$ cat src/rtl/dcil_pkg.sv
// Constants for the daisy chain interrupt logic
package dcil_pkg;
  localparam int unsigned    DCIL_NUM_SRC     = 6;
  localparam logic [7:0]     DCIL_OP_PREFIX   = 8'hED;
  localparam logic [7:0]     DCIL_OP_RETURN   = 8'h4D;
  localparam logic [7:0]     DCIL_VEC_RST     = 8'h00;
  localparam logic [7:0]     DCIL_DATA_RST    = 8'h00;
  localparam logic [5:0]     DCIL_SRC_RST     = 6'h00;
endpackage : dcil_pkg

$ cat src/rtl/dcil_top.sv
// Daisy chain interrupt logic of a dual channel serial controller
// What this block does
// Drive active low interrupt request
// Acknowledge is opcode fetch with io request
// Top chain input tied high externally
// Idle device passes chain enable through
// Pending or serviced device blocks chain
// Status frozen while opcode fetch low
// Enabled requester drives vector, sets latch
// Watch fetched opcodes for return sequence
// After prefix, unacknowledged sources pass chain
// Return opcode clears serviced latch
// Software return command clears latch too
// Six internal sources, fixed priority
// Higher source nests over lower service
// Return byte on addressed input cycle
// Accept byte on addressed output cycle
// Request only when nothing above serviced
`timescale 1ns/1ns
module dcil_top
  import dcil_pkg::*;
#(
  parameter int unsigned N = DCIL_NUM_SRC
) (
  input  wire logic         i_core_clk,
  input  wire logic         i_rst_b,
  input  wire logic         i_opcode_fetch_n,
  input  wire logic         i_io_request_n,
  input  wire logic         i_read_n,
  input  wire logic         i_write_n,
  input  wire logic         i_chip_select_n,
  input  wire logic         i_chain_enable_in,
  input  wire logic [7:0]   i_data,
  input  wire logic [N-1:0] i_src_pending,
  input  wire logic [8*N-1:0] i_src_vector,
  input  wire logic [7:0]   i_read_byte,
  input  wire logic         i_sw_return,
  output logic              o_int_request_n,
  output logic              o_chain_enable_out,
  output logic [7:0]        o_data,
  output logic              o_data_oe,
  output logic [N-1:0]      o_ack_pulse,
  output logic [N-1:0]      o_in_service,
  output logic [7:0]        o_write_byte,
  output logic              o_write_strobe,
  output logic              o_read_strobe
);
  ////////////////////////////////////////////////////////////////////
  // Pin synchronisers
  logic [5:0] pin_s;
  logic       fetch_n;
  logic       io_request_n_n;
  logic       rd_n;
  logic       wr_n;
  logic       cs_n;
  logic       cei;
  logic [7:0] data_s;
  dcil_sync #(.W(6), .RST_VAL(6'h3F)) u_sync_ctl (
    .i_core_clk (i_core_clk),
    .i_rst_b    (i_rst_b),
    .i_async    ({i_opcode_fetch_n, i_io_request_n, i_read_n,
                  i_write_n, i_chip_select_n, i_chain_enable_in}),
    .o_sync     (pin_s)
  );
  dcil_sync #(.W(8), .RST_VAL(8'h00)) u_sync_dat (
    .i_core_clk (i_core_clk),
    .i_rst_b    (i_rst_b),
    .i_async    (i_data),
    .o_sync     (data_s)
  );
  assign {fetch_n, io_request_n_n, rd_n, wr_n, cs_n, cei} = pin_s;
  ////////////////////////////////////////////////////////////////////
  // State
  typedef enum logic [1:0] {OP_IDLE, OP_PREFIX} dcil_op_t;
  typedef struct packed {
    logic [N-1:0] pend;
    logic [N-1:0] ius;
    dcil_op_t     op;
    logic         fetch_n_p;
    logic         io_request_n_n_p;
    logic         ack_done;
    logic [7:0]   dout;
    logic         doe;
    logic [N-1:0] ack;
    logic [7:0]   wbyte;
    logic         wstb;
    logic         rstb;
    logic         irq_n;
  } dcil_st_t;
  dcil_st_t st_q;
  dcil_st_t st_d;
  logic [N-1:0] grant;
  logic [N-1:0] serviced;
  logic         ceo;
  logic         prefix;
  assign prefix = (st_q.op == OP_PREFIX);
  dcil_chain #(.N(N)) u_chain (
    .i_enable      (cei),
    .i_pending     (st_q.pend),
    .i_in_service  (st_q.ius),
    .i_prefix_seen (prefix),
    .o_grant       (grant),
    .o_serviced    (serviced),
    .o_enable_out  (ceo)
  );
  function automatic logic [N-1:0] lowest_one(input logic [N-1:0] v);
    logic [N-1:0] r;
    r = '0;
    for (int i = N - 1; i >= 0; i--) begin
      if (v[i]) begin
        r = '0;
        r[i] = 1'b1;
      end
    end
    return r;
  endfunction
  ////////////////////////////////////////////////////////////////////
  // Next state
  logic fetch_rise;
  logic io_request_n_fall;
  logic wr_fall;
  logic rd_fall;
  logic [N-1:0] first_grant;
  logic [N-1:0] clr;
  assign fetch_rise  = fetch_n && !st_q.fetch_n_p;
  assign io_request_n_fall   = !io_request_n_n && st_q.io_request_n_n_p;
  assign wr_fall     = !wr_n && !cs_n && fetch_n && io_request_n_fall;
  assign rd_fall     = !rd_n && !cs_n && fetch_n && io_request_n_fall;
  assign first_grant = lowest_one(grant);
  always_comb begin
    st_d           = st_q;
    st_d.fetch_n_p = fetch_n;
    st_d.io_request_n_n_p  = io_request_n_n;
    st_d.ack       = '0;
    st_d.wstb      = 1'b0;
    st_d.rstb      = 1'b0;
    clr            = '0;
    // freeze status during fetch
    if (fetch_n) begin
      st_d.pend = i_src_pending;
    end
    // opcode monitor on fetch end
    if (fetch_rise && io_request_n_n) begin
      st_d.op = (data_s == DCIL_OP_PREFIX) ? OP_PREFIX : OP_IDLE;
      // clear serviced latch
      if (prefix && data_s == DCIL_OP_RETURN) begin
        clr = serviced;
      end
    end
    // software return command
    if (i_sw_return) begin
      clr = clr | lowest_one(st_q.ius);
    end
    // clear highest only, lower resumes
    st_d.ius = st_q.ius & ~clr;
    // acknowledge is fetch plus io_request_n
    if (!fetch_n && io_request_n_fall && !st_q.ack_done) begin
      st_d.ack_done = 1'b1;
      // vector out and latch set
      if (|first_grant) begin
        st_d.ius = st_d.ius | first_grant;
        st_d.ack = first_grant;
        st_d.doe = 1'b1;
        for (int i = 0; i < N; i++) begin
          if (first_grant[i]) begin
            st_d.dout = i_src_vector[8*i +: 8];
          end
        end
      end
    end
    // input cycle returns byte
    if (rd_fall) begin
      st_d.dout = i_read_byte;
      st_d.doe  = 1'b1;
      st_d.rstb = 1'b1;
    end
    // output cycle takes byte
    if (wr_fall) begin
      st_d.wbyte = data_s;
      st_d.wstb  = 1'b1;
    end
    if (io_request_n_n) begin
      st_d.doe      = 1'b0;
      st_d.ack_done = 1'b0;
    end
    // request only below no service
    // active low request
    st_d.irq_n = ~(|grant);
  end
  always_ff @(posedge i_core_clk or negedge i_rst_b) begin
    if (!i_rst_b) begin
      st_q <= '{pend: DCIL_SRC_RST, ius: DCIL_SRC_RST, op: OP_IDLE,
                fetch_n_p: 1'b1, io_request_n_n_p: 1'b1, ack_done: 1'b0,
                dout: DCIL_DATA_RST, doe: 1'b0, ack: '0,
                wbyte: DCIL_DATA_RST, wstb: 1'b0, rstb: 1'b0,
                irq_n: 1'b1};
    end else begin
      st_q <= st_d;
    end
  end
  ////////////////////////////////////////////////////////////////////
  // Outputs
  // chain out from internal chain
  assign o_chain_enable_out = ceo;
  assign o_int_request_n    = st_q.irq_n;
  assign o_data             = st_q.dout;
  assign o_data_oe          = st_q.doe;
  assign o_ack_pulse        = st_q.ack;
  assign o_in_service       = st_q.ius;
  assign o_write_byte       = st_q.wbyte;
  assign o_write_strobe     = st_q.wstb;
  assign o_read_strobe      = st_q.rstb;
  ////////////////////////////////////////////////////////////////////
  // Checks
  // serviced source blocks chain
  ius_blocks_a: assert property (
    @(posedge i_core_clk) disable iff (!i_rst_b)
    (|st_q.ius) |-> !o_chain_enable_out)
    else $error("chain not blocked");
  // idle device passes chain
  idle_pass_a: assert property (
    @(posedge i_core_clk) disable iff (!i_rst_b)
    (st_q.ius == '0 && st_q.pend == '0) |-> o_chain_enable_out == cei)
    else $error("chain not passed");
  // request follows grant
  irq_drive_a: assert property (
    @(posedge i_core_clk) disable iff (!i_rst_b)
    (|grant) |=> !o_int_request_n)
    else $error("request missing");
  // no request under service above
  irq_block_a: assert property (
    @(posedge i_core_clk) disable iff (!i_rst_b)
    !cei |=> o_int_request_n)
    else $error("request while blocked");
  // pending frozen during fetch
  freeze_pend_a: assert property (
    @(posedge i_core_clk) disable iff (!i_rst_b)
    !fetch_n |=> $stable(st_q.pend))
    else $error("status moved");
  // acknowledge sets latch
  ack_latch_a: assert property (
    @(posedge i_core_clk) disable iff (!i_rst_b)
    (|st_q.ack) |-> ((st_q.ack & st_q.ius) == st_q.ack && o_data_oe))
    else $error("latch not set");
  // return opcode clears latch
  ret_clear_a: assert property (
    @(posedge i_core_clk) disable iff (!i_rst_b)
    (fetch_rise && io_request_n_n && prefix && data_s == DCIL_OP_RETURN
     && |serviced) |=> (st_q.ius & $past(serviced)) == '0)
    else $error("latch not cleared");
  // write strobe carries byte
  write_take_a: assert property (
    @(posedge i_core_clk) disable iff (!i_rst_b)
    wr_fall |=> o_write_strobe && o_write_byte == $past(data_s))
    else $error("write lost");
  // pending source blocks chain
  pend_blocks_a: assert property (
    @(posedge i_core_clk) disable iff (!i_rst_b)
    (!prefix && (|st_q.pend)) |-> !o_chain_enable_out)
    else $error("pending not blocking");
  // prefix passes unacknowledged sources
  prefix_pass_a: assert property (
    @(posedge i_core_clk) disable iff (!i_rst_b)
    prefix |-> o_chain_enable_out == (cei && st_q.ius == '0))
    else $error("prefix chain wrong");
  // no request without grant
  irq_idle_a: assert property (
    @(posedge i_core_clk) disable iff (!i_rst_b)
    !(|grant) |=> o_int_request_n)
    else $error("request without grant");
  // one source per acknowledge
  ack_onehot_a: assert property (
    @(posedge i_core_clk) disable iff (!i_rst_b)
    $onehot0(st_q.ack))
    else $error("several sources acknowledged");
  // acknowledge needs chain enable
  ack_enable_a: assert property (
    @(posedge i_core_clk) disable iff (!i_rst_b)
    !cei |=> st_q.ack == '0)
    else $error("acknowledged while disabled");
  // bus released after cycle
  bus_release_a: assert property (
    @(posedge i_core_clk) disable iff (!i_rst_b)
    io_request_n_n |=> !o_data_oe)
    else $error("bus held too long");
  // input cycle returns byte
  read_give_a: assert property (
    @(posedge i_core_clk) disable iff (!i_rst_b)
    rd_fall |=> o_read_strobe && o_data_oe && o_data == $past(i_read_byte))
    else $error("read byte lost");
  // software return clears latch
  sw_clear_a: assert property (
    @(posedge i_core_clk) disable iff (!i_rst_b)
    (i_sw_return && fetch_n)
    |=> (st_q.ius & lowest_one($past(st_q.ius))) == '0)
    else $error("software return ignored");
  // service latches frozen in fetch
  ius_frozen_a: assert property (
    @(posedge i_core_clk) disable iff (!i_rst_b)
    (!fetch_n && !io_request_n_fall && !i_sw_return) |=> $stable(st_q.ius))
    else $error("service latch moved");
  // clear only on return
  clear_cause_a: assert property (
    @(posedge i_core_clk) disable iff (!i_rst_b)
    (|(st_q.ius & ~st_d.ius)) |-> (i_sw_return || (fetch_rise && io_request_n_n
      && prefix && data_s == DCIL_OP_RETURN)))
    else $error("latch cleared without return");
  // prefix byte arms monitor
  prefix_arm_a: assert property (
    @(posedge i_core_clk) disable iff (!i_rst_b)
    (fetch_rise && io_request_n_n && data_s == DCIL_OP_PREFIX) |=> prefix)
    else $error("prefix not seen");
endmodule // dcil_top

$ cat src/rtl/dcil_sync.sv
// Three-stage pin synchroniser with agreement filter
`timescale 1ns/1ns
module dcil_sync
  import dcil_pkg::*;
#(
  parameter int unsigned W = 1,
  parameter logic [W-1:0] RST_VAL = '0
) (
  input  wire logic         i_core_clk,
  input  wire logic         i_rst_b,
  input  wire logic [W-1:0] i_async,
  output logic      [W-1:0] o_sync
);
  typedef struct packed {
    logic [W-1:0] s1;
    logic [W-1:0] s2;
    logic [W-1:0] s3;
    logic [W-1:0] out;
  } dcil_sync_t;
  dcil_sync_t st_q;
  dcil_sync_t st_d;
  always_comb begin
    st_d     = st_q;
    st_d.s1  = i_async;
    st_d.s2  = st_q.s1;
    st_d.s3  = st_q.s2;
    for (int i = 0; i < W; i++) begin
      if (st_q.s2[i] == st_q.s3[i]) begin
        st_d.out[i] = st_q.s2[i];
      end
    end
  end
  always_ff @(posedge i_core_clk or negedge i_rst_b) begin
    if (!i_rst_b) begin
      st_q <= '{s1: RST_VAL, s2: RST_VAL, s3: RST_VAL, out: RST_VAL};
    end else begin
      st_q <= st_d;
    end
  end
  assign o_sync = st_q.out;
endmodule // dcil_sync

$ cat src/rtl/dcil_chain.sv
// Internal six level priority chain, combinational
`timescale 1ns/1ns
module dcil_chain
  import dcil_pkg::*;
#(
  parameter int unsigned N = DCIL_NUM_SRC
) (
  input  wire logic         i_enable,
  input  wire logic [N-1:0] i_pending,
  input  wire logic [N-1:0] i_in_service,
  input  wire logic         i_prefix_seen,
  output logic      [N-1:0] o_grant,
  output logic      [N-1:0] o_serviced,
  output logic              o_enable_out
);
  // fixed priority chain, bit 0 highest
  always_comb begin
    logic en;
    en         = i_enable;
    o_grant    = '0;
    o_serviced = '0;
    for (int i = 0; i < N; i++) begin
      o_grant[i]    = en && i_pending[i] && !i_in_service[i];
      o_serviced[i] = en && i_in_service[i];
      // pending ignored after prefix
      if (i_in_service[i] || (i_pending[i] && !i_prefix_seen)) begin
        en = 1'b0;
      end
    end
    o_enable_out = en;
  end
endmodule // dcil_chain

$ cat config.mk
export PLATFORM = sky130hd
export DESIGN_NAME = dcil_top
export DESIGN_NICKNAME = d
export VERILOG_FILES = /design/src/rtl/dcil_pkg.sv /design/src/rtl/dcil_top.sv /design/src/rtl/dcil_sync.sv /design/src/rtl/dcil_chain.sv
export SDC_FILE = /design/constraint.sdc
export NUM_CORES = 1
export LEC_CHECK = 0
export ABC_AREA = 1
export BUFFER_PORTS_ARGS = -buffer_cell sky130_fd_sc_hd__buf_2
export CAP_MARGIN = 0
export CORE_MARGIN = 2
export CORE_UTILIZATION = 58
export CTS_BUF_LIST = sky130_fd_sc_hd__clkbuf_16
export DETAILED_ROUTE_END_ITERATION = 12
export PLACE_DENSITY = 0.85
export SYNTH_ARGS = -nofsm -noshare
export SYNTH_HDL_FRONTEND = slang
export SYNTH_HIERARCHICAL = 1
export SYNTH_SLANG_ARGS = --single-unit
$ cat constraint.sdc
create_clock -name i_core_clk -period 3.1 [get_ports i_core_clk]
set_input_delay 0 -clock i_core_clk [delete_from_list [all_inputs] [get_ports i_core_clk]]
set_output_delay 0 -clock i_core_clk [all_outputs]
set_load 0.03 [all_outputs]
==> key figures, run 1 <==
Run status
  • Status: finished clean

Detailed routing
  • DR vias/cell: approximately 4.9
  • DRT antenna net count: 0
  • Wirelength, routed: about 11 mm
  • DRC: 0
  • Initial drt markers: 256
  • DR WL/cell: 13.4 um
  • Vias: just under 4000
  • Drt pass-1 iters: 4

Setup path
  • Crit path kind: reg2reg
  • Crit end category: flip-flop
  • Crit path DAT: around 3.0 ns
  • Crit path required time: around 3.3 ns
  • CP Max Fanout: 17
  • Cells on worst reg2reg path: 14
  • CP Launch Type: flip-flop

Clock network
  • CTS Buf Count: 9
  • # H-tree levels: 3
  • Postcts setup bufs: 0
  • CTS tree: done
  • Clock Latency Late Sink: 0.34 ns
  • Clock slew at reported path FFs: 0.07 ns
  • Clock buffer depth: 2
  • Clk sinks: 98
  • Root Driver: clkbuf_16

STA
  • Period utilization: 0.892
  • Worst-Margin Slew: 0.659 ns
  • RSZ-0062 raised after global routing: false
  • Setup-failing EPs final: 0
  • Setup TNS: 0 ns
  • WHS: around 0.007 ns
  • Final Max Tran Viols: 0
  • Fmax: 0.362 GHz
  • Min Clock Period, post-route: 2.77 ns
  • Hold Fails Final Rpt: 0
  • Slew Limit Headroom: 0.561
  • Worst Skew: 0.00674 ns

Finish
  • Fin nets: 760
  • Design area: 5710 sq um
  • Share of cells above drive strength 1: 0.261
  • Layout area overhead: 20.1%
  • Non-filler instance count after layout: 791
  • FILL cells: 593
  • Diodes inserted: 0
  • Final Util: 0.705

Worst hold path
  • Hold depth: 5
  • Worst min path class: in2reg

Global routing
  • Number of global-route vias before repair: around 3700
  • Initial antenna violation count: 0
  • Grt ovf: 0
  • First-pass GRT wire length: 16.9 mm
  • Gr usage total: 0.247
  • Pin count of the biggest net entering global routing: 56

Logic synthesis
  • Compound-Gate Fraction of Synth Area: 0.0340
  • Synth Area in Adders: 0
  • Cell Area, Synth: 4750 sq um
  • Post-synthesis mux area share: 0
  • Sequential fraction of the synthesis area: 0.523
  • Syn Nets: 651
  • XOR/XNOR Fraction of Synth Area: 0
  • Synthesis Warnings: 6
  • Main combinational cell family by area after synthesis: simple AND/OR/NAND/NOR gates
  • Synthesized flop and latch total: 98
  • Gate Count Post-Synth: around 570
  • Post-Synth Simple-Gate Area: 0.283
  • Synth unique cells: 32
  • Syn Area/Cell: 8.30 sq um

Placement
  • Post-DP Area: 5070 sq um
  • Detailed Place HPWL: between 7 and 8 mm
  • GP Congestion: 0.922
  • Port Buffers: roughly 110
  • Placed insts: 742

Power and ir drop
  • Power Density: 633 nW/um^2
  • Lkg Pwr: roughly 3.1 nW
  • Worst IR drop on VDD: roughly 0.35 mV

Floorplan
  • Ports: 112
  • Starting density of the core: 0.587
  • Row cnt: 33
  • Die width: 94.5 um
  • Die height: about 94 um
  • Core Area: 8090 sq um
  • Die footprint: 8930 sq um

Run
  • Max cap viols: 0
-- per-stage QoR --
step	power (W)	setup slack, ns
floorplan	0.00232	0.989
global placement	0.00238	1.08
detailed placement	0.00243	0.935
CTS	0.00361	0.418
global route	0.00379	0.109
finish	0.00361	0.334
-- power by group --
part | switching, W | internal, W
registers | 0.000123 | 0.00147
logic | 0.000592 | 0.000310
clock network | 0.000484 | 0.000633
-- cells in the final DEF, fill, tap and decap left out, types with 2 or more instances in the layout --
cell type,netlist,layout
inv_2,3,3
o21bai_1,3,3
clkinvlp_4,0,2
nor2_1,56,56
nor3_1,3,3
clkbuf_16,0,9
inv_8,0,2
nor2_8,2,2
dfstp_2,27,27
nand2_2,4,4
nand2_1,178,178
buf_4,44,6
clkinv_1,6,6
o21ai_0,8,8
buf_2,1,110
inv_1,84,84
dlygate4sd3_1,0,33
nand3b_1,8,8
clkinv_2,0,2
nor2_4,2,2
nand3_1,30,30
dfrtp_1,71,71
nand3_4,2,2
a21oi_1,17,17
nand4_1,8,8
-- timing repair --
item / in CTS / in global routing
hold buffers: 33 / 0
endpoints found under the setup margin: 0 / 0
resized for setup: 0 / 0
endpoints found under the hold margin: 69 / 0
-- cell usage after synthesis, drive strengths merged --
library cell,count,area (sq um)
nand4,10,83.8
clkinv,6,22.5
dfstp,27,709
o21bai,3,22.5
clkbuf,1,3.75
dfrtp,71,1780
inv,88,333
nand3b,8,60.1
nand2,182,693
nor2,61,279
buf,50,400
nor3,4,25.0
a21oi,18,93.8
nand3,33,195
nor4,1,6.26
o21ai,9,45.0
-- layout make-up --
cell class | instances | area [sq um] | share of cell area
flip-flops and latches | 98 | 2490 | 0.436
multi-input cells | 329 | 1500 | 0.264
repair buffers | 149 | 926 | 0.162
inverters | 94 | 355 | 0.0623
clock buffers | 9 | 225 | 0.0395
well taps | 105 | 131 | 0.0230
clock inverters | 7 | 77.6 | 0.0136
-- sequential cells by signal (all words and copies together), names as in the netlist --
register,count
u_sync_ctl/o_sync,6
o_write_byte,8
o_data_oe,1
o_ack_pulse,6
u_sync_ctl/st_q,6
u_sync_dat/o_sync,8
u_sync_ctl/st_d,12
o_in_service,6
o_data,8
o_int_request_n,1
o_write_strobe,1
u_sync_dat/st_q,8
o_read_strobe,1
u_sync_dat/st_d,16
st_q,10
-- path summary, 6_finish.rpt --
check                                                  from                            end  slack (ns)
min                                        i_src_vector[43]          o_data[3]$_DFFE_PN0P_       0.007
max in group asynchronous                           i_rst_b    o_write_byte[6]$_DFFE_PN0P_        2.08
min reg2reg                   u_sync_dat/st_d[20]$_DFF_PN0_  u_sync_dat/st_d[12]$_DFF_PN0_        0.35
max reg2reg                u_sync_ctl/o_sync[0]$_DFFE_PN1N_          o_data[1]$_DFFE_PN0P_        0.33
min in group asynchronous                           i_rst_b  u_sync_dat/st_d[20]$_DFF_PN0_        0.24
max                        u_sync_ctl/o_sync[0]$_DFFE_PN1N_          o_data[1]$_DFFE_PN0P_        0.33
-- cell families after synthesis --
kind of cell / Yosys count
buf+inv: 145
simple gates: 299
compound gates: 30
flops: 98
-- critical path, cell delays in order (launching register included) --
cell	delay (ns)
dfstp_2	0.57
inv_1	0.06
nor2_2	0.11
nand2_2	0.09
nor2_4	0.13
nand3_1	0.11
nor2_1	0.27
nor2_1	0.09
nand3_1	0.13
nand2_2	0.21
nand3_1	0.13
nand2_1	0.06
inv_1	0.07
nand2_1	0.05
dlygate4sd3_1	0.56
-- metal layers --
layer	global-route usage	wire length, um
met4	0.110	228
met1	0.294	4210
met5	0	0
met3	0.0455	470
met2	0.437	5660
Power figures use the tool's default switching activity.
==> inputs of run 2 (changes only) <==
--- a/config.mk
+++ b/config.mk
@@ -9,10 +9,10 @@
 export BUFFER_PORTS_ARGS = -buffer_cell sky130_fd_sc_hd__buf_2
 export CAP_MARGIN = 0
 export CORE_MARGIN = 2
-export CORE_UTILIZATION = 58
+export CORE_UTILIZATION = 49
 export CTS_BUF_LIST = sky130_fd_sc_hd__clkbuf_16
 export DETAILED_ROUTE_END_ITERATION = 12
-export PLACE_DENSITY = 0.85
+export PLACE_DENSITY = 0.8
 export SYNTH_ARGS = -nofsm -noshare
 export SYNTH_HDL_FRONTEND = slang
 export SYNTH_HIERARCHICAL = 1
==> constraint.sdc (replaced) <==
create_clock -name i_core_clk -period 2.5 [get_ports i_core_clk]
set_input_delay 0 -clock i_core_clk [delete_from_list [all_inputs] [get_ports i_core_clk]]
set_output_delay 0 -clock i_core_clk [all_outputs]
set_load 0.03 [all_outputs]
==> key figures, run 2 (same netlist as run 1, synthesis figures left out) <==
Setup path
  • R2r setup slk: 0.39 ns (+0.06 ns)
  • Crit path required time: 2.73 ns (-0.59 ns)
  • R2R Path End: o_data[1]$_DFFE_PN0P_
  • Worst r2r src: u_sync_ctl/o_sync[0]$_DFFE_PN1N_
  • Cells on worst reg2reg path: 14 (unchanged)
  • CP Max Fanout: 17 (unchanged)
  • CP Launch Type: flip-flop
  • Crit end category: flip-flop
  • Crit path kind: reg2reg
  • Crit path DAT: 2.34 ns (-0.65 ns)

Power and ir drop
  • Lkg Pwr: 3.14 nW (+0.53%)
  • Power Density: 769 nW/um^2 (+22%)
  • Worst IR drop on VDD: 0.439 mV (+25%)

Finish
  • Share of cells above drive strength 1: 0.259 (-0.00184)
  • Diodes inserted: 0 (unchanged)
  • Non-filler instance count after layout: 816 (+3.2%)
  • Max reg flops: 16 (unchanged)
  • Layout area overhead: 21.6%
  • Commonest cells after routing, fill and taps aside: nand2_1, buf_2, inv_1
  • Final Util: 0.619 (-0.0858)
  • Most common cell after layout, fill and taps aside: nand2_1
  • Fin nets: 761 (+0.13%)

Worst hold path
  • Hold_sp: i_src_vector[41]
  • Hold depth: 5 (unchanged)
  • Hold endpoint: o_data[1]$_DFFE_PN0P_
  • Worst min path class: in2reg

Clock network
  • CTS tree: done
  • Clock Latency Late Sink: 0.34 ns (about the same)
  • Clock buffer depth: 2 (unchanged)
  • Clock slew at reported path FFs: 0.07 ns (about the same)
  • CTS Buf Count: 9 (unchanged)
  • # hold bufs at CTS: 35 (+6.1%)
  • Clk sinks: 98 (unchanged)
  • Postcts setup bufs: 0 (unchanged)
  • # H-tree levels: 3 (unchanged)
  • Root Driver: clkbuf_16
  • Post-CTS sizing: 0 (unchanged)

STA
  • Fmax: 0.474 GHz (+31%)
  • Slew Limit Headroom: 0.691 (+0.131)
  • Final Max Tran Viols: 0 (unchanged)
  • Setup-failing EPs final: 0 (unchanged)
  • Min Clock Period, post-route: 2.11 ns (-0.655 ns)
  • Worst Skew: 0.00542 ns (-0.00133 ns)
  • Setup TNS: 0 ns (unchanged)
  • Period utilization: 0.844 (-0.0480)
  • Worst-Margin Slew: 0.461 ns (-0.198 ns)
  • Hold Fails Final Rpt: 0 (unchanged)
  • RSZ-0062 raised after global routing: false

Detailed routing
  • DR WL/cell: 11.7 um (-13%)
  • Wire length on met2: 4.76 mm (-16%)
  • Wirelength, routed: 9.55 mm (-9.7%)
  • Met1 wire length: 4.20 mm (-0.26%)
  • DRC: 0 (unchanged)
  • DRT antenna net count: 0 (unchanged)
  • Routed wire length on met3: 367 um (-22%)
  • Drt pass-1 iters: 5 (+1)
  • Initial drt markers: 245 (-4.3%)
  • DR vias/cell: 4.51 (-8.7%)
  • Max layer used: met4
  • Vias: 3679 (-5.8%)

Run
  • Max cap viols: 0 (unchanged)

Global routing
  • Number of global-route vias before repair: 3459 (-7.6%)
  • Gr usage total: 0.191 (-0.0564)
  • Initial antenna violation count: 0 (unchanged)
  • First-pass GRT wire length: 15.6 mm (-7.6%)
  • Pin count of the biggest net entering global routing: 69 (+23%)
  • Grt ovf: 0 (unchanged)

Floorplan
  • Die footprint: 10500 sq um (+18%)
  • Die height: 102 um (+8.4%)
  • Starting density of the core: 0.509 (-0.0777)
  • Row cnt: 35 (+6.1%)
  • Core Area: 9330 sq um (+15%)
  • Ports: 112 (unchanged)
  • Die width: 102 um (+8.4%)

Placement
  • GP Congestion: 0.949 (+2.9%)
  • Placed insts: 765 (+3.1%)
  • Detailed Place HPWL: 6.82 mm (-5.6%)
  • Port Buffers: 111 (unchanged)

Run status
  • Status: finished clean
-- run 2: cell types whose count changed in the layout (fill, tap and decap cells not counted), sizes merged --
cell         before  now
clkinv            8    9
inv              90   91
buf             116  115
clkinvlp          2    0
dlygate4sd3      33   35
-- run 2: worst max path at each step --
stage / startpoint / to / slack, ns
final: u_sync_ctl/o_sync[0]$_DFFE_PN1N_ / o_data[1]$_DFFE_PN0P_ / 0.39
after global routing: u_sync_ctl/o_sync[0]$_DFFE_PN1N_ / o_data[5]$_DFFE_PN0P_ / 0.15
after CTS: u_sync_ctl/o_sync[0]$_DFFE_PN1N_ / o_data[1]$_DFFE_PN0P_ / 0.38
after detailed placement: u_sync_ctl/o_sync[0]$_DFFE_PN1N_ / o_data[1]$_DFFE_PN0P_ / 0.39
after global placement: u_sync_ctl/o_sync[0]$_DFFE_PN1N_ / o_data[5]$_DFFE_PN0P_ / 0.47
after floorplan: u_sync_ctl/o_sync[0]$_DFFE_PN1N_ / o_data[0]$_DFFE_PN0P_ / 0.39
-- run 2: worst max-delay path, stage by stage, from the launching register on --
cell and delay [ns]:
dfstp_2 0.57, inv_1 0.06, nor2_2 0.08, nand2_2 0.08, nor2_4 0.12, nand2_1 0.08, nor2_1 0.10, buf_4 0.21
nor2_8 0.06, nand3_1 0.12, nand2_2 0.22, nand3_1 0.14, nand2_1 0.06, inv_1 0.05, nand2_1 0.05
-- run 2: per-layer routing --
metal  global-route usage  vias up
met2                0.310       84
li1                     -     1908
met3               0.0349       18
met1                0.252     1669
met5                    0        -
met4               0.0821        0
-- run 2: where the power goes --
part	switching, W	internal [W]
registers	0.000139	0.00182
logic	0.000693	0.000359
clock network	0.000629	0.000802
total	0.00146	0.00298
-- run 2: through the flow --
stage / setup WS, ns / hold slack (ns) / total power [W] / area [sq um]
CTS: 0.385 / 0.00235 / 0.00448 / 5780
finish: 0.390 / 0.0211 / 0.00444 / 5780
global placement: 0.472 / -0.0434 / 0.00297 / 5110
global route: 0.149 / 0.0300 / 0.00469 / 5780
detailed placement: 0.394 / -0.0369 / 0.00300 / 5110
floorplan: 0.389 / -0.296 / 0.00288 / 4750
-- run 2: final cells by class --
cell class              count  area (sq um)
fillers                   765          3550
multi-input cells         329          1500
repair buffers            150           951
well taps                 129           161
inverters                  94           355
clock buffers               9           225
flip-flops and latches     98          2490
clock inverters             7          92.6
==> inputs of run 3 (changes only) <==
--- a/config.mk
+++ b/config.mk
@@ -9,10 +9,10 @@
 export BUFFER_PORTS_ARGS = -buffer_cell sky130_fd_sc_hd__buf_2
 export CAP_MARGIN = 0
 export CORE_MARGIN = 2
-export CORE_UTILIZATION = 49
+export CORE_UTILIZATION = 54
 export CTS_BUF_LIST = sky130_fd_sc_hd__clkbuf_16
 export DETAILED_ROUTE_END_ITERATION = 12
-export PLACE_DENSITY = 0.8
+export PLACE_DENSITY = 0.83
 export SYNTH_ARGS = -nofsm -noshare
 export SYNTH_HDL_FRONTEND = slang
 export SYNTH_HIERARCHICAL = 1
==> constraint.sdc (replaced) <==
create_clock -name i_core_clk -period 2 [get_ports i_core_clk]
set_input_delay 0 -clock i_core_clk [delete_from_list [all_inputs] [get_ports i_core_clk]]
set_output_delay 0 -clock i_core_clk [all_outputs]
set_load 0.03 [all_outputs]
==> key figures, run 3 (same netlist as run 1, synthesis figures left out) <==
Setup path
  • Crit-path max cell delay: 0.54 ns (-0.03 ns)
  • Slowest-stage cell, CP: dfstp_2
  • Family with the most delay on the worst path: simple AND/OR/NAND/NOR gates
  • Most used cell, CP: nor2_4
  • Worst r2r src: u_sync_ctl/o_sync[0]$_DFFE_PN1N_
  • Crit-path cells: inv_2 -> nor2_2 -> nand2_2 -> nor2_4 -> nand4_2 -> nor2_4 -> nand4_4 -> buf_4 -> nor2_4 -> o21bai_1
  • Crit path DAT: 2.31 ns (-0.03 ns)
  • Crit path required time: 2.26 ns (-0.47 ns)
  • Crit path from: u_sync_ctl/o_sync[0]$_DFFE_PN1N_
  • Crit end category: flip-flop
  • CP bufs+invs: 2 (-1)
  • CP Launch Type: flip-flop
  • CP Max Fanout: 17 (unchanged)
  • Crit path kind: reg2reg

Floorplan
  • Die width: 97.8 um (-4.6%)
  • Die footprint: 9560 sq um (-8.9%)
  • Ports: 112 (unchanged)
  • Starting density of the core: 0.550 (+0.0408)
  • Row cnt: 34 (-2.9%)
  • Core Area: 8640 sq um (-7.4%)
  • Die height: 97.8 um (-4.6%)

Finish
  • Final Util: 0.698 (+0.0786)
  • Share of cells above drive strength 1: 0.310 (+0.0511)
  • Max reg flops: 16 (unchanged)
  • Sequential Area: 2490 sq um (unchanged)
  • FILL cells: 635 (-17%)
  • Design area: 6030 sq um (+4.3%)
  • Multi-input logic area: 1620 sq um (+7.4%)
  • Diodes inserted: 0 (unchanged)
  • Fin nets: 780 (+2.5%)
  • Commonest cells after routing, fill and taps aside: nand2_1, buf_2, inv_1
  • Layout area overhead: 26.9%
  • Most common cell after layout, fill and taps aside: nand2_1

Worst hold path
  • Hold_sp: i_src_vector[42]
  • Worst min path class: in2reg

Clock network
  • CTS Buf Count: 9 (unchanged)
  • Clk sinks: 98 (unchanged)
  • Clock buffer depth: 2 (unchanged)
  • Clock Latency Late Sink: 0.33 ns (about the same)
  • Clock slew at reported path FFs: 0.06 ns (about the same)
  • CTS tree: done
  • # H-tree levels: 3 (unchanged)
  • Root Driver: clkbuf_16

Run status
  • Status: complete, but fails checks
  • Failing checks: negative setup slack

Detailed routing
  • DR WL/cell: 13.2 um (+13%)
  • Drt pass-1 iters: 5 (unchanged)
  • DRC: 0 (unchanged)
  • DR vias/cell: 4.95 (+9.8%)
  • Wirelength, routed: 10.7 mm (+13%)
  • Initial drt markers: 255 (+4.1%)
  • Vias: 4030 (+9.5%)
  • DRT antenna net count: 0 (unchanged)

Global routing
  • Initial antenna violation count: 0 (unchanged)
  • Grt ovf: 0 (unchanged)
  • Pin count of the biggest net entering global routing: 54 (-22%)
  • Gr usage total: 0.219 (+0.0289)
  • Number of global-route vias before repair: 3836 (+11%)
  • First-pass GRT wire length: 16.9 mm (+8.6%)

Placement
  • Detailed Place HPWL: 7.07 mm (+3.7%)
  • Port Buffers: 111 (unchanged)
  • GP Congestion: 0.999 (+5.3%)
  • Post-DP Area: 5160 sq um (+1.1%)

Run
  • Max cap viols: 0 (unchanged)

STA
  • Worst Skew: 0.00733 ns (+0.00191 ns)
  • Setup-failing EPs final: 3 (+3)
  • Final Worst Setup Slack: -0.0469 ns (-0.437 ns)
  • Hold Fails Final Rpt: 0 (unchanged)
  • Period utilization: 1.02 (+0.179)
  • RSZ-0062 raised after global routing: true
  • Slew Limit Headroom: 0.616 (-0.0753)
  • Worst-Margin Slew: 0.576 ns (+0.115 ns)
  • Fmax: 0.489 GHz (+3.1%)
  • Min Clock Period, post-route: 2.05 ns (-0.0635 ns)
  • Final Max Tran Viols: 0 (unchanged)

Power and ir drop
  • Pwr Total: 0.00568 W (+28%)
  • Power Density: 943 nW/um^2 (+23%)
  • Worst IR drop on VDD: 0.684 mV (+56%)
  • Lkg Pwr: 3.27 nW (+4.0%)
==> run 3: cell types whose count changed in the layout (fill, tap and decap cells not counted), sizes merged, moves of 2 or more <==
cell and delta:
buf +18, clkinv -3, dlygate4sd3 -2, inv +2, nand3 +2
==> run 3: path summary, 6_finish.rpt <==
path | slack, ns | end | depth (start not counted)
hold reg to reg | 0.35 | u_sync_dat/st_d[15]$_DFF_PN0_ | 0
setup reg to reg | -0.05 | o_in_service[5]$_DFF_PN0_ | 10
max in group asynchronous | 1.07 | u_sync_ctl/o_sync[5]$_DFFE_PN1N_ | 3
setup / recovery | -0.05 | o_in_service[5]$_DFF_PN0_ | 10
min in group asynchronous | 0.20 | u_sync_dat/st_d[17]$_DFF_PN0_ | 2
hold / removal | 0.004 | o_data[2]$_DFFE_PN0P_ | 5
==> run 3: worst register-to-register path: stages, from the launching register on <==
cell and delay (ns):
dfstp_2 0.54, inv_2 0.03, nor2_2 0.08, nand2_2 0.09, nor2_4 0.19, nand4_2 0.18, nor2_4 0.16, nand4_4 0.24
buf_4 0.24, nor2_4 0.12, o21bai_1 0.12
==> run 3: through the flow <==
step | std cells | hold slack, ns | TNS [ns] | setup slack, ns
finish | 814 | 0.00397 | -0.0866 | -0.0469
global route | 814 | 0.00470 | -1.40 | -0.168
CTS | 805 | 0.00102 | 0 | 0.0143
detailed placement | 752 | 0.0474 | -0.0884 | -0.0222
global placement | 752 | 0.0328 | 0 | 0.0365
floorplan | 572 | -0.296 | 0 | 0.0173
==> run 3: metal layers <==
metal / share of wire / global-route usage / up-vias
met3: 0.064 / 0.0594 / 34
met4: 0.031 / 0.0801 / 0
met2: 0.51 / 0.379 / 156
li1: - / - / 1953
met5: 0 / 0 / -
met1: 0.40 / 0.266 / 1887
==> run 3: repair_timing <==
item | 4_1_cts | 5_1_grt
cloned | 0 | 3
endpoints found under the setup margin | 8 | 10
resized for setup | 4 | 30
endpoints found under the hold margin | 69 | 0
pin swaps | 1 | 15
hold buffers | 33 | 0
buffers inserted | 4 | 6
==> run 3: layout make-up <==
type / instances / area share
sequential: 98 / 0.413
multi-input combinational: 332 / 0.268
timing repair buffer: 166 / 0.185
inverter: 94 / 0.0594
clock buffer: 10 / 0.0415
tap: 108 / 0.0224
clock inverter: 6 / 0.0106
==> run 3: power breakdown <==
part	switching, W	total, W	internal (W)	leakage [nW]
clock network	0.000705	0.00175	0.00105	0.157
registers	0.000177	0.00246	0.00228	1.17
logic	0.000962	0.00148	0.000514	1.94
